`config.mk`:
```
export PLATFORM = sky130hd
export DESIGN_NAME = isec_regs
export DESIGN_NICKNAME = d
export VERILOG_FILES = /design/src/common/isec_pkg.sv /design/src/hdl/isec_regs.sv
export VERILOG_INCLUDE_DIRS = /design/src /design/src/common
export SDC_FILE = /design/constraint.sdc
export NUM_CORES = 1
export LEC_CHECK = 0
export BUFFER_PORTS_ARGS = -buffer_cell sky130_fd_sc_hd__buf_2
export CAP_MARGIN = 5
export CELL_PAD_IN_SITES_DETAIL_PLACEMENT = 0
export CELL_PAD_IN_SITES_GLOBAL_PLACEMENT = 2
export CORE_ASPECT_RATIO = 2
export CORE_UTILIZATION = 36
export CTS_CLUSTER_SIZE = 28
export DETAILED_ROUTE_END_ITERATION = 7
export PLACE_DENSITY_LB_ADDON = 0.1
export SYNTH_ARGS = -nofsm -noshare
export SYNTH_HDL_FRONTEND = slang
export SYNTH_SLANG_ARGS = --single-unit
export TNS_END_PERCENT = 5
```
`constraint.sdc`:
```
create_clock -name pclk -period 7.5 [get_ports pclk]
set_input_delay 0.75 -clock pclk [delete_from_list [all_inputs] [get_ports pclk]]
set_output_delay 0.75 -clock pclk [all_outputs]
set_load 0.005 [all_outputs]
```
`src/common/isec_map.svh`:
```
// Register offsets, field positions, reset values for the interrupt status/enable/entry block.
// Assumes a 32-bit APB slave with byte addresses taken as printed.
`ifndef ISEC_MAP_SVH
`define ISEC_MAP_SVH
`define ISEC_OFS_FAST_LO 12'h000
`define ISEC_OFS_FAST_HI 12'h004
`define ISEC_OFS_NORM_LO 12'h008
`define ISEC_OFS_NORM_HI 12'h00C
`define ISEC_OFS_FAST_ENTRY 12'h010
`define ISEC_OFS_NORM_ENTRY 12'h014
`define ISEC_OFS_EN_LO 12'h018
`define ISEC_OFS_EN_HI 12'h01C
`define ISEC_OFS_CTRL 12'h020
`define ISEC_OFS_BASE 12'h024
`define ISEC_CTRL_FAST_REFLECT 0
`define ISEC_CTRL_NORM_REFLECT 1
`define ISEC_CTRL_DIS_MODE 2
`define ISEC_BASE_LSB 3
`define ISEC_BASE_MSB 28
`define ISEC_SIZE_LSB 0
`define ISEC_SIZE_MSB 1
`define ISEC_RST_CTRL 3'h0
`define ISEC_RST_EN 64'h0000_0000_0000_0000
`define ISEC_RST_BASE 26'h000_0000
`define ISEC_RST_SIZE 2'h0
`define ISEC_ACCESS_CYCLES 1
`endif

```
`src/common/isec_pkg.sv`:
```
// Types shared by the interrupt status/enable/entry block.
// Assumes at most 64 sources and a 29-bit entry address space.
package isec_pkg;
   typedef logic [63:0] isec_vec_t;
   typedef logic [28:0] isec_addr_t;
   typedef logic [1:0] isec_size_t;
   typedef logic [5:0] isec_idx_t;
endpackage

```
`src/hdl/isec_regs.sv`:
```
// Status, enable, control, base and entry-address registers of a 48-source interrupt controller.
// Assumes APB3 master, source events synchronous to pclk, class map supplied by a prioritizer.
//
// Summary of operation
// Upper fast status bits 15..0 show sources 32..47; zero means pending.
// Writing one to a status bit acknowledges it and returns it to one.
// Lower normal status bits 31..1 show sources 1..31 mapped normal.
// Source 0 is always fast; lower normal status bit 0 reads one.
// Upper normal status bits 15..0 show sources 32..47 mapped normal.
// Fast entry address is read-only, 29 bits, top three bits zero.
// Normal entry address is read-only, 29 bits, top three bits zero.
// Lower enable bits 31..1 enable sources 1..31, one enables.
// Source 0 is non-maskable; its enable bit always reads one.
// Upper enable bits 15..0 enable sources 32..47; bits 31..16 read zero.
// Control bit 1 lets disabled pending sources into normal entry choice.
// Control bit 0 lets disabled pending sources into fast entry choice.
// Disable mode 0 masks at once; mode 1 masks only after acknowledge.
// Entry equals base plus winner-plus-one times entry size, always current.
// Size code 0..3 selects 4, 8, 16 or 32 bytes per entry.
// With no qualifying source pending, entry address equals the base.
// Reserved bits ignore writes; writing zero to a status bit does nothing.
// Request outputs stay high while a pending enabled source of that class exists.
//
// Added by the designer: the placing of the registers and the APB slave port.
`timescale 1ns/10ps
`include "isec_map.svh"
module isec_regs #(
   parameter int NUM_SRC = 48
) (
   // Clock and reset
   input wire logic pclk,
   input wire logic presetn,
   // APB slave
   input wire logic psel,
   input wire logic penable,
   input wire logic pwrite,
   input wire logic [11:0] paddr,
   input wire logic [31:0] pwdata,
   output logic [31:0] prdata,
   output logic pready,
   output logic pslverr,
   // Sources and class map (1 = fast)
   input wire logic [NUM_SRC-1:0] src_event,
   input wire logic [NUM_SRC-1:0] src_is_fast,
   // Requests to the processor
   output logic fast_request,
   output logic normal_request
);
   if (NUM_SRC < 33 || NUM_SRC > 64) begin : g_bad_num_src
      $error("isec_regs: NUM_SRC must lie in 33..64");
   end

   ////////////////////////////////////////////////////////////////////////////////
   // Winner search: lowest source number wins
   function automatic isec_pkg::isec_idx_t first_set(input isec_pkg::isec_vec_t v);
      isec_pkg::isec_idx_t r;
      r = 6'h00;
      for (int i = 63; i >= 0; i--) begin
         if (v[i]) begin
            r = 6'(i);
         end
      end
      return r;
   endfunction

   function automatic isec_pkg::isec_addr_t entry_of(input isec_pkg::isec_vec_t q,
                                                    input isec_pkg::isec_addr_t base,
                                                    input isec_pkg::isec_size_t sz);
      isec_pkg::isec_addr_t step;
      step = 29'(first_set(q)) + 29'h0000001;
      if (q == 64'h0) begin
         return base;
      end
      // Widened shift amount, so codes 2 and 3 do not wrap to 0 and 1
      return 29'(base + (step << (3'(sz) + 3'h2)));
   endfunction

   ////////////////////////////////////////////////////////////////////////////////
   // State
   isec_pkg::isec_vec_t pend_q, pend_d;
   isec_pkg::isec_vec_t en_q, en_d;
   isec_pkg::isec_vec_t lat_q, lat_d;
   logic [2:0] ctrl_q, ctrl_d;
   logic [25:0] base_q, base_d;
   isec_pkg::isec_size_t size_q, size_d;
   logic [31:0] rdata_q, rdata_d;

   ////////////////////////////////////////////////////////////////////////////////
   // Decode
   localparam isec_pkg::isec_vec_t SRC_MASK = isec_pkg::isec_vec_t'((65'h1 << NUM_SRC) - 65'h1);
   wire logic setup = psel & ~penable;
   wire logic wr = psel & penable & pwrite;
   wire logic hit_fast_lo = paddr == `ISEC_OFS_FAST_LO;
   wire logic hit_fast_hi = paddr == `ISEC_OFS_FAST_HI;
   wire logic hit_norm_lo = paddr == `ISEC_OFS_NORM_LO;
   wire logic hit_norm_hi = paddr == `ISEC_OFS_NORM_HI;
   wire logic hit_fast_ent = paddr == `ISEC_OFS_FAST_ENTRY;
   wire logic hit_norm_ent = paddr == `ISEC_OFS_NORM_ENTRY;
   wire logic hit_en_lo = paddr == `ISEC_OFS_EN_LO;
   wire logic hit_en_hi = paddr == `ISEC_OFS_EN_HI;
   wire logic hit_ctrl = paddr == `ISEC_OFS_CTRL;
   wire logic hit_base = paddr == `ISEC_OFS_BASE;
   wire logic mapped = hit_fast_lo | hit_fast_hi | hit_norm_lo | hit_norm_hi | hit_fast_ent
      | hit_norm_ent | hit_en_lo | hit_en_hi | hit_ctrl | hit_base;

   ////////////////////////////////////////////////////////////////////////////////
   // Classes, enables and qualification
   wire isec_pkg::isec_vec_t evt = {{(64 - NUM_SRC){1'b0}}, src_event};
   wire isec_pkg::isec_vec_t fast_map = {{(64 - NUM_SRC){1'b0}}, src_is_fast} | 64'h1;
   wire isec_pkg::isec_vec_t norm_map = ~fast_map & SRC_MASK;
   wire isec_pkg::isec_vec_t en_vis = (en_q | 64'h1) & SRC_MASK;
   // Delayed mode keeps the enable seen when the event arrived
   wire isec_pkg::isec_vec_t eff_en = ctrl_q[`ISEC_CTRL_DIS_MODE] ? lat_q : en_vis;
   wire isec_pkg::isec_vec_t fast_pend = pend_q & fast_map;
   wire isec_pkg::isec_vec_t norm_pend = pend_q & norm_map;
   wire isec_pkg::isec_vec_t fast_qual = fast_pend
      & (eff_en | {64{ctrl_q[`ISEC_CTRL_FAST_REFLECT]}});
   wire isec_pkg::isec_vec_t norm_qual = norm_pend
      & (eff_en | {64{ctrl_q[`ISEC_CTRL_NORM_REFLECT]}});
   wire isec_pkg::isec_addr_t base_addr = {base_q, 3'h0};
   wire isec_pkg::isec_addr_t fast_entry = entry_of(fast_qual, base_addr, size_q);
   wire isec_pkg::isec_addr_t norm_entry = entry_of(norm_qual, base_addr, size_q);

   ////////////////////////////////////////////////////////////////////////////////
   // Status images: zero marks a pending source
   wire isec_pkg::isec_vec_t fast_img = ~fast_pend;
   wire isec_pkg::isec_vec_t norm_img = ~norm_pend | 64'h1;
   wire isec_pkg::isec_vec_t wvec_lo = {32'h0000_0000, pwdata};
   wire isec_pkg::isec_vec_t wvec_hi = {pwdata, 32'h0000_0000};
   wire isec_pkg::isec_vec_t ack = ({64{wr & hit_fast_lo}} & wvec_lo & fast_map)
      | ({64{wr & hit_fast_hi}} & wvec_hi & fast_map)
      | ({64{wr & hit_norm_lo}} & wvec_lo & norm_map)
      | ({64{wr & hit_norm_hi}} & wvec_hi & norm_map);

   ////////////////////////////////////////////////////////////////////////////////
   // Next state
   always_comb begin
      pend_d = ((pend_q & ~ack) | evt) & SRC_MASK;
      lat_d = lat_q;
      for (int i = 0; i < 64; i++) begin
         if (!pend_q[i] || ack[i]) begin
            lat_d[i] = en_vis[i];
         end
      end
      en_d = en_q;
      if (wr && hit_en_lo) begin
         en_d[31:0] = {pwdata[31:1], 1'b1};
      end
      if (wr && hit_en_hi) begin
         en_d[63:32] = pwdata;
      end
      en_d = en_d & SRC_MASK;
      ctrl_d = ctrl_q;
      if (wr && hit_ctrl) begin
         ctrl_d = pwdata[2:0];
      end
      base_d = base_q;
      size_d = size_q;
      if (wr && hit_base) begin
         base_d = pwdata[`ISEC_BASE_MSB:`ISEC_BASE_LSB];
         size_d = pwdata[`ISEC_SIZE_MSB:`ISEC_SIZE_LSB];
      end
   end

   // Read data is captured in the setup cycle and shown during access
   wire logic [31:0] rd_mux =
        hit_fast_lo ? fast_img[31:0]
      : hit_fast_hi ? fast_img[63:32]
      : hit_norm_lo ? norm_img[31:0]
      : hit_norm_hi ? norm_img[63:32]
      : hit_fast_ent ? {3'h0, fast_entry}
      : hit_norm_ent ? {3'h0, norm_entry}
      : hit_en_lo ? en_vis[31:0]
      : hit_en_hi ? en_vis[63:32]
      : hit_ctrl ? {29'h0000_0000, ctrl_q}
      : hit_base ? {3'h0, base_q, 1'b0, 2'(size_q)}
      : 32'h0000_0000;
   assign rdata_d = setup ? rd_mux : rdata_q;

   always_ff @(posedge pclk or negedge presetn) begin
      if (!presetn) begin
         pend_q <= 64'h0;
         en_q <= `ISEC_RST_EN;
         lat_q <= 64'h0;
         ctrl_q <= `ISEC_RST_CTRL;
         base_q <= `ISEC_RST_BASE;
         size_q <= `ISEC_RST_SIZE;
         rdata_q <= 32'h0000_0000;
      end else begin
         pend_q <= pend_d;
         en_q <= en_d;
         lat_q <= lat_d;
         ctrl_q <= ctrl_d;
         base_q <= base_d;
         size_q <= size_d;
         rdata_q <= rdata_d;
      end
   end

   ////////////////////////////////////////////////////////////////////////////////
   // Outputs
   assign prdata = rdata_q;
   assign pready = 1'b1;
   assign pslverr = psel & penable & ~mapped;
   assign fast_request = |(fast_pend & eff_en);
   assign normal_request = |(norm_pend & eff_en);
endmodule

```
After elaboration in Yosys (flattened, before gate mapping). Index checks and enable logic that the tools add are counted.

Add/subtract/negate cells: 5. Equality and inequality tests: 9. Shift-type cells: 2. Mux-type cells: 145. Bitwise operators: 44. Reductions and logical operators: 105.

Operator list (number): $mux W6 (128); $and A48 B48 Y48 (11); $mux W32 (7); $mux W29 (7); $or A48 B48 Y48 (4); $and A48 B64 Y64 (2); $logic_not A64 Y1 (2); $not A48 Y64 (2); $or A48 B64 Y64 (2); $reduce_or A64 Y1 (2); $and A48 B32 Y48 (2); $not A48 Y48 (2); $add A29 B29 Y29 (2); $shl A7 B3 Y29 (2); $eq A12 B5 Y1 const B (4); $logic_not A1 Y1 (48); $logic_or A1 B1 Y1 (48); $mux W48 (1); $eq A12 B4 Y1 const B (2); $eq A12 B6 Y1 const B (2); $add A6 B1 Y7 const B (2); $eq A12 B3 Y1 const B (1); $logic_not A12 Y1 (1); $or A1 B1 Y1 (9); 5 further kinds (17).

Register bits after elaboration: 207. Input port bits: 145. Word-level logic and storage cells: 365.

Depth between registers and ports, before layout.
Word-level depth: 77. Gate-level depth with buffers: 28. Gate-level depth less buffers: 25.

Least setup slack after synthesis. Ideal clock, no wire load.

Kind: register to register. Start point: register ctrl_q[2]. End point: register rdata_q[14] (netlist: prdata[14]). Library setup time: 0.136 ns. Arrival time: 5.642 ns. Required time: 7.364 ns. Path slack: 1.722 ns. Stages on the path, launching flop included: 27. Buffers on the path: 2. Path through: dfrtp_1 > buf_6 > buf_6 > mux2_4 > o211ai_2 > a21boi_1 > o2111ai_1 > o211ai_1 > a221o_1 > a21oi_1 > ha_1 > inv_1 > or3_4 > mux2_4 > nor2_2 > a221oi_2 > ha_1 > nand3_1 > o2111ai_1 > o311ai_0 > o21ai_0 > nand3_1 > a21oi_2 > o22a_1 > a21oi_1 > a2111oi_0 > o31ai_1.

Word-level cells in the longest chain between the ends: 61.

RTL lines: start: declaration (RTL line isec_regs.sv:83) `logic [2:0] ctrl_q, ctrl_d;`; start signal: assignment (RTL line isec_regs.sv:185) `` ctrl_q <= `ISEC_RST_CTRL; ``; start signal: assignment (RTL line isec_regs.sv:193) `ctrl_q <= ctrl_d;`; $mux W48 (*) (RTL line isec_regs.sv:113) `` wire isec_pkg::isec_vec_t eff_en = ctrl_q[`ISEC_CTRL_DIS_MODE] ? lat_q : en_vis; ``; $or A48 B64 Y64 (RTL line isec_regs.sv:119) `` & (eff_en | {64{ctrl_q[`ISEC_CTRL_NORM_REFLECT]}}); ``; $and A48 B64 Y64 (RTL line isec_regs.sv:118) `wire isec_pkg::isec_vec_t norm_qual = norm_pend`; $mux W6 (48 in a row) (RTL line isec_regs.sv:59) `if (v[i]) begin`; $add A6 B1 Y7 (RTL line isec_regs.sv:70) `step = 29'(first_set(q)) + 29'h0000001;`; $shl A7 B3 Y29 (RTL line isec_regs.sv:75) `return 29'(base + (step << (3'(sz) + 3'h2)));`; $add A29 B29 Y29 (RTL line isec_regs.sv:75); $mux W29 (RTL line isec_regs.sv:75); $mux W32 (RTL line isec_regs.sv:172) `: hit_norm_ent ? {3'h0, norm_entry}`; $mux W32 (*) (RTL line isec_regs.sv:171) `: hit_fast_ent ? {3'h0, fast_entry}`; $mux W32 (*) (RTL line isec_regs.sv:170) `: hit_norm_hi ? norm_img[63:32]`; $mux W32 (*) (RTL line isec_regs.sv:169) `: hit_norm_lo ? norm_img[31:0]`; $mux W32 (*) (RTL line isec_regs.sv:168) `: hit_fast_hi ? fast_img[63:32]`; $mux W32 (*) (RTL line isec_regs.sv:167) `hit_fast_lo ? fast_img[31:0]`; end signal: assignment (RTL line isec_regs.sv:196) `rdata_q <= rdata_d;`; end: declaration (RTL line isec_regs.sv:86) `logic [31:0] rdata_q, rdata_d;`.

Mark *: on every way between the ends. The rest lies on a longest branch, timed or not. A chain may end at the register's enable or synchronous reset.

Worst setup path after layout.
Start point: register ctrl_q[2]. End point: register rdata_q[27] (netlist: prdata[27]).

The elaborated chain is that of the path after synthesis.

==> impl_metrics.yaml <==
grt:
  grt_pass1_vias: 16855
  globalRouteTotalUtil_pct: 38.20
  grt_pass1_wl_mm: 118.7
  grt_overflow: 0
  antenna_found_initial: 1
  grt_max_degree: 82
run_status:
  status: "finished clean"
placed_design:
  place_area_um2: 18090
  hpwl_mm: 67.18
  port-buffer-count: 178
  place_congestion: 1.001
die:
  die-area_um2: 44450
  initial_core_util_pct: 36.61
  ios: 181
  die_w_um: 149.6
  core_um2: 42840
  num_rows: 107
  die_h_um: 297.2
timing:
  finalCritPeriodShare_pct: 96.27
  timing_hold_violations_final: 0
  slew_headroom_pct: 24.96
  setup_tns_ns: 0
  worst_pin_slew_ns: 1.122
  setup_viol: 0
  skew_ns: 0.01583
  max_freq_ghz: 0.1385
  min_period_ns: 7.220
  rsz0062_at_grt: "true"
  timing_max_transition_violations_final: 0
critical_path:
  end_kind: "flip-flop"
  crit_family: "compound AO/OA/AOI/OAI gates"
  rr_endpoint: "prdata[27]$_DFFE_PN0P_"
  cpMaxStageDelayCell: "nor4_1"
  cp_max_fo: 10
  crit_path_start_kind: "flip-flop"
  path_buf_inv: 3
  critPathRequiredTime_ns: 7.95
  cp.depth: 25
  slowest_delay_ns: 0.68
  r2r-start: "ctrl_q[2]$_DFFE_PN0P_"
  cp.arrival_ns: 7.67
  cpMostUsedCell: "o21ai_0"
  r2r_setup_slack_ns: 0.28
  crit_type: "reg -> reg"
  worstRegToRegCells: 25
logic_synthesis:
  synthTopCellsByArea: "dfrtp_1, mux2_2, nand2_1, o21ai_0, a21oi_1"
  post-synth-top-count-cell: "nand2_1"
  synth_ff_type: "dfrtp_1"
  synthArstFlopShare_pct: 100.0
  yosysSeqAreaShare_pct: 32.87
  synth_area_leader_cell: "dfrtp_1"
  syn_area_um2: 15680
  synth-seq-cells: 206
  synth_edf_count: 0
  avgSynthCellArea_um2: 8.413
  ys_top_cells_by_count: "nand2_1, dfrtp_1, mux2_2, o21ai_0, nor2_1"
  syn_inst: 1864
  synth_top_area_share_pct: 32.87
  ys_warn_count: 0
  yosysUniqueCellTypes: 90
clock_network:
  holdBufCountCts: 0
  worstSkewPairLatency_ns: 0.55
  cts_setup_buffers: 0
  clk_pin_slew_ns: 0.07
  cts_buffers: 22
  cts_sinks: 206
  ctsLongestPathBuffers: 3
  cts_tree: "built"
  htreeDepth: 1
  cts_root_buf: "clkbuf_16"
detailed_routing:
  drt_wl_total_mm: 84.71
  avgRoutedWirePerCell_um: 31.38
  drc: 0
  drtIter0Drc: 1175
  vias: 16564
  postRouteAntennaNets: 0
  dr.pass1.iters: 5
  via_per_inst: 6.137
worst_hold_path:
  hp-class: "in -> async"
job:
  maxCapViolations: 0
layout:
  drive_gt1_share_pct: 26.65
  n_fill_cell: 4457
  area_growth_pct: 20.58
  seq_area_um2: 5156
  final_cell_area_um2: 18910
  fin_nets: 2309
  diodes: 0
  multi_input_area_um2: 10150
pwr:
  power_density_nw_per_um2: 143.5
  ir_worst_vdd_mv: 0.1944
  p_leak_nw: 8.744
-- kinds of logic (layout without fill, tap and decap cells) --
group	count (synthesis)	count (layout)	share of synthesized area [%]
buffers and inverters	104	389	2.928
muxes	193	193	13.83
other	2	7	0.04789
adders and majority gates	26	26	2.170
DFF	206	206	32.87
and+or+nand+nor	749	749	23.14
AOI/OAI and AO/OA	536	536	22.34
xor gates and xnor gates	48	48	2.681
-- placed cells by master, fill, tap and decap left out, drive strengths merged, types with 8 or more instances in the layout --
cell,instances
a221oi,23
ha,24
o31ai,8
o2111ai,8
inv,26
dfrtp,206
a211oi,12
nand2b,74
o211ai,38
clkbuf,32
mux2i,31
a21o,36
nor3,24
nand3,85
o221ai,9
nor4,18
a31oi,12
o21ai,162
buf,323
xor2,28
a22oi,8
o21bai,11
nor2b,43
mux2,162
nand2,301
nand4,38
and3,13
nor2,116
a21oi,104
xnor2,20
o22ai,37
-- report_power, final --
group / switching (W) / leakage (nW) / internal [W]
combinational: 0.000233 / 5.81 / 0.000122
clock: 0.000509 / 0.383 / 0.000715
sequential: 0.0000108 / 2.55 / 0.00113
-- through the flow --
stage | hold WS [ns] | total power (W) | cells | utilization, % | worst slack [ns]
floorplan | 0.4544 | 0.001296 | 1869 | - | 1.722
detailed placement | 0.4562 | 0.001506 | 2659 | 42.24 | 0.2854
finish | 0.2017 | 0.002714 | 2699 | 44.14 | 0.2797
global route | 0.2537 | 0.002791 | 2699 | 44.14 | -0.07874
CTS | 0.2208 | 0.002728 | 2699 | 44.07 | 0.2324
global placement | 0.4513 | 0.001504 | 2659 | 42.24 | 0.2467
-- timing repair --
item,CTS,global route
endpoints found under the setup margin,0,11
resized for setup,0,8
hold endpoints to repair,0,0
-- area by class of cell --
| class | instances | area share [%] |
|---|---|---|
| clock buffer | 32 | 3.487 |
| clock inverter | 8 | 0.6616 |
| inverter | 26 | 0.5161 |
| multi-input combinational | 1559 | 53.68 |
| sequential | 206 | 27.27 |
| tap | 545 | 3.606 |
| timing repair buffer | 323 | 10.78 |
-- metal layers --
metal / vias up / global-route usage, % / part of all wire, %
met3: 288 / 3.712 / 4.3
met5: - / 0 / 0
met1: 8143 / 38.69 / 34
li1: 7422 / - / -
met4: 0 / 34.01 / 10
met2: 711 / 68.03 / 52
-- worst max path at each step --
stage                          start  slack, ns                endpoint
2_1_floorplan  ctrl_q[2]$_DFFE_PN0P_       1.72  prdata[14]$_DFFE_PN0P_
3_3_place_gp   ctrl_q[2]$_DFFE_PN0P_       0.25  prdata[28]$_DFFE_PN0P_
3_5_place_dp   ctrl_q[2]$_DFFE_PN0P_       0.29  prdata[27]$_DFFE_PN0P_
4_1_cts        ctrl_q[2]$_DFFE_PN0P_       0.23  prdata[27]$_DFFE_PN0P_
5_1_grt        ctrl_q[2]$_DFFE_PN0P_      -0.08  prdata[14]$_DFFE_PN0P_
6_report       ctrl_q[2]$_DFFE_PN0P_       0.28  prdata[27]$_DFFE_PN0P_
-- worst reg2reg max path, delay by kind of cell, from the launching register on --
kind,cells,cell delay [ns]
xor gates and xnor gates,1,0.12
muxes,2,0.68
buffers and inverters,3,0.57
and+or+nand+nor,4,1.53
DFF,1,0.57
AOI/OAI and AO/OA,13,3.00
adders and majority gates,2,0.64
-- sequential cells by signal (all words and copies together), names as in the netlist --
register / cells
prdata: 32
base_q: 26
lat_q: 48
ctrl_q: 3
size_q: 2
en_q: 47
pend_q: 48
Power figures use the tool's default switching activity.
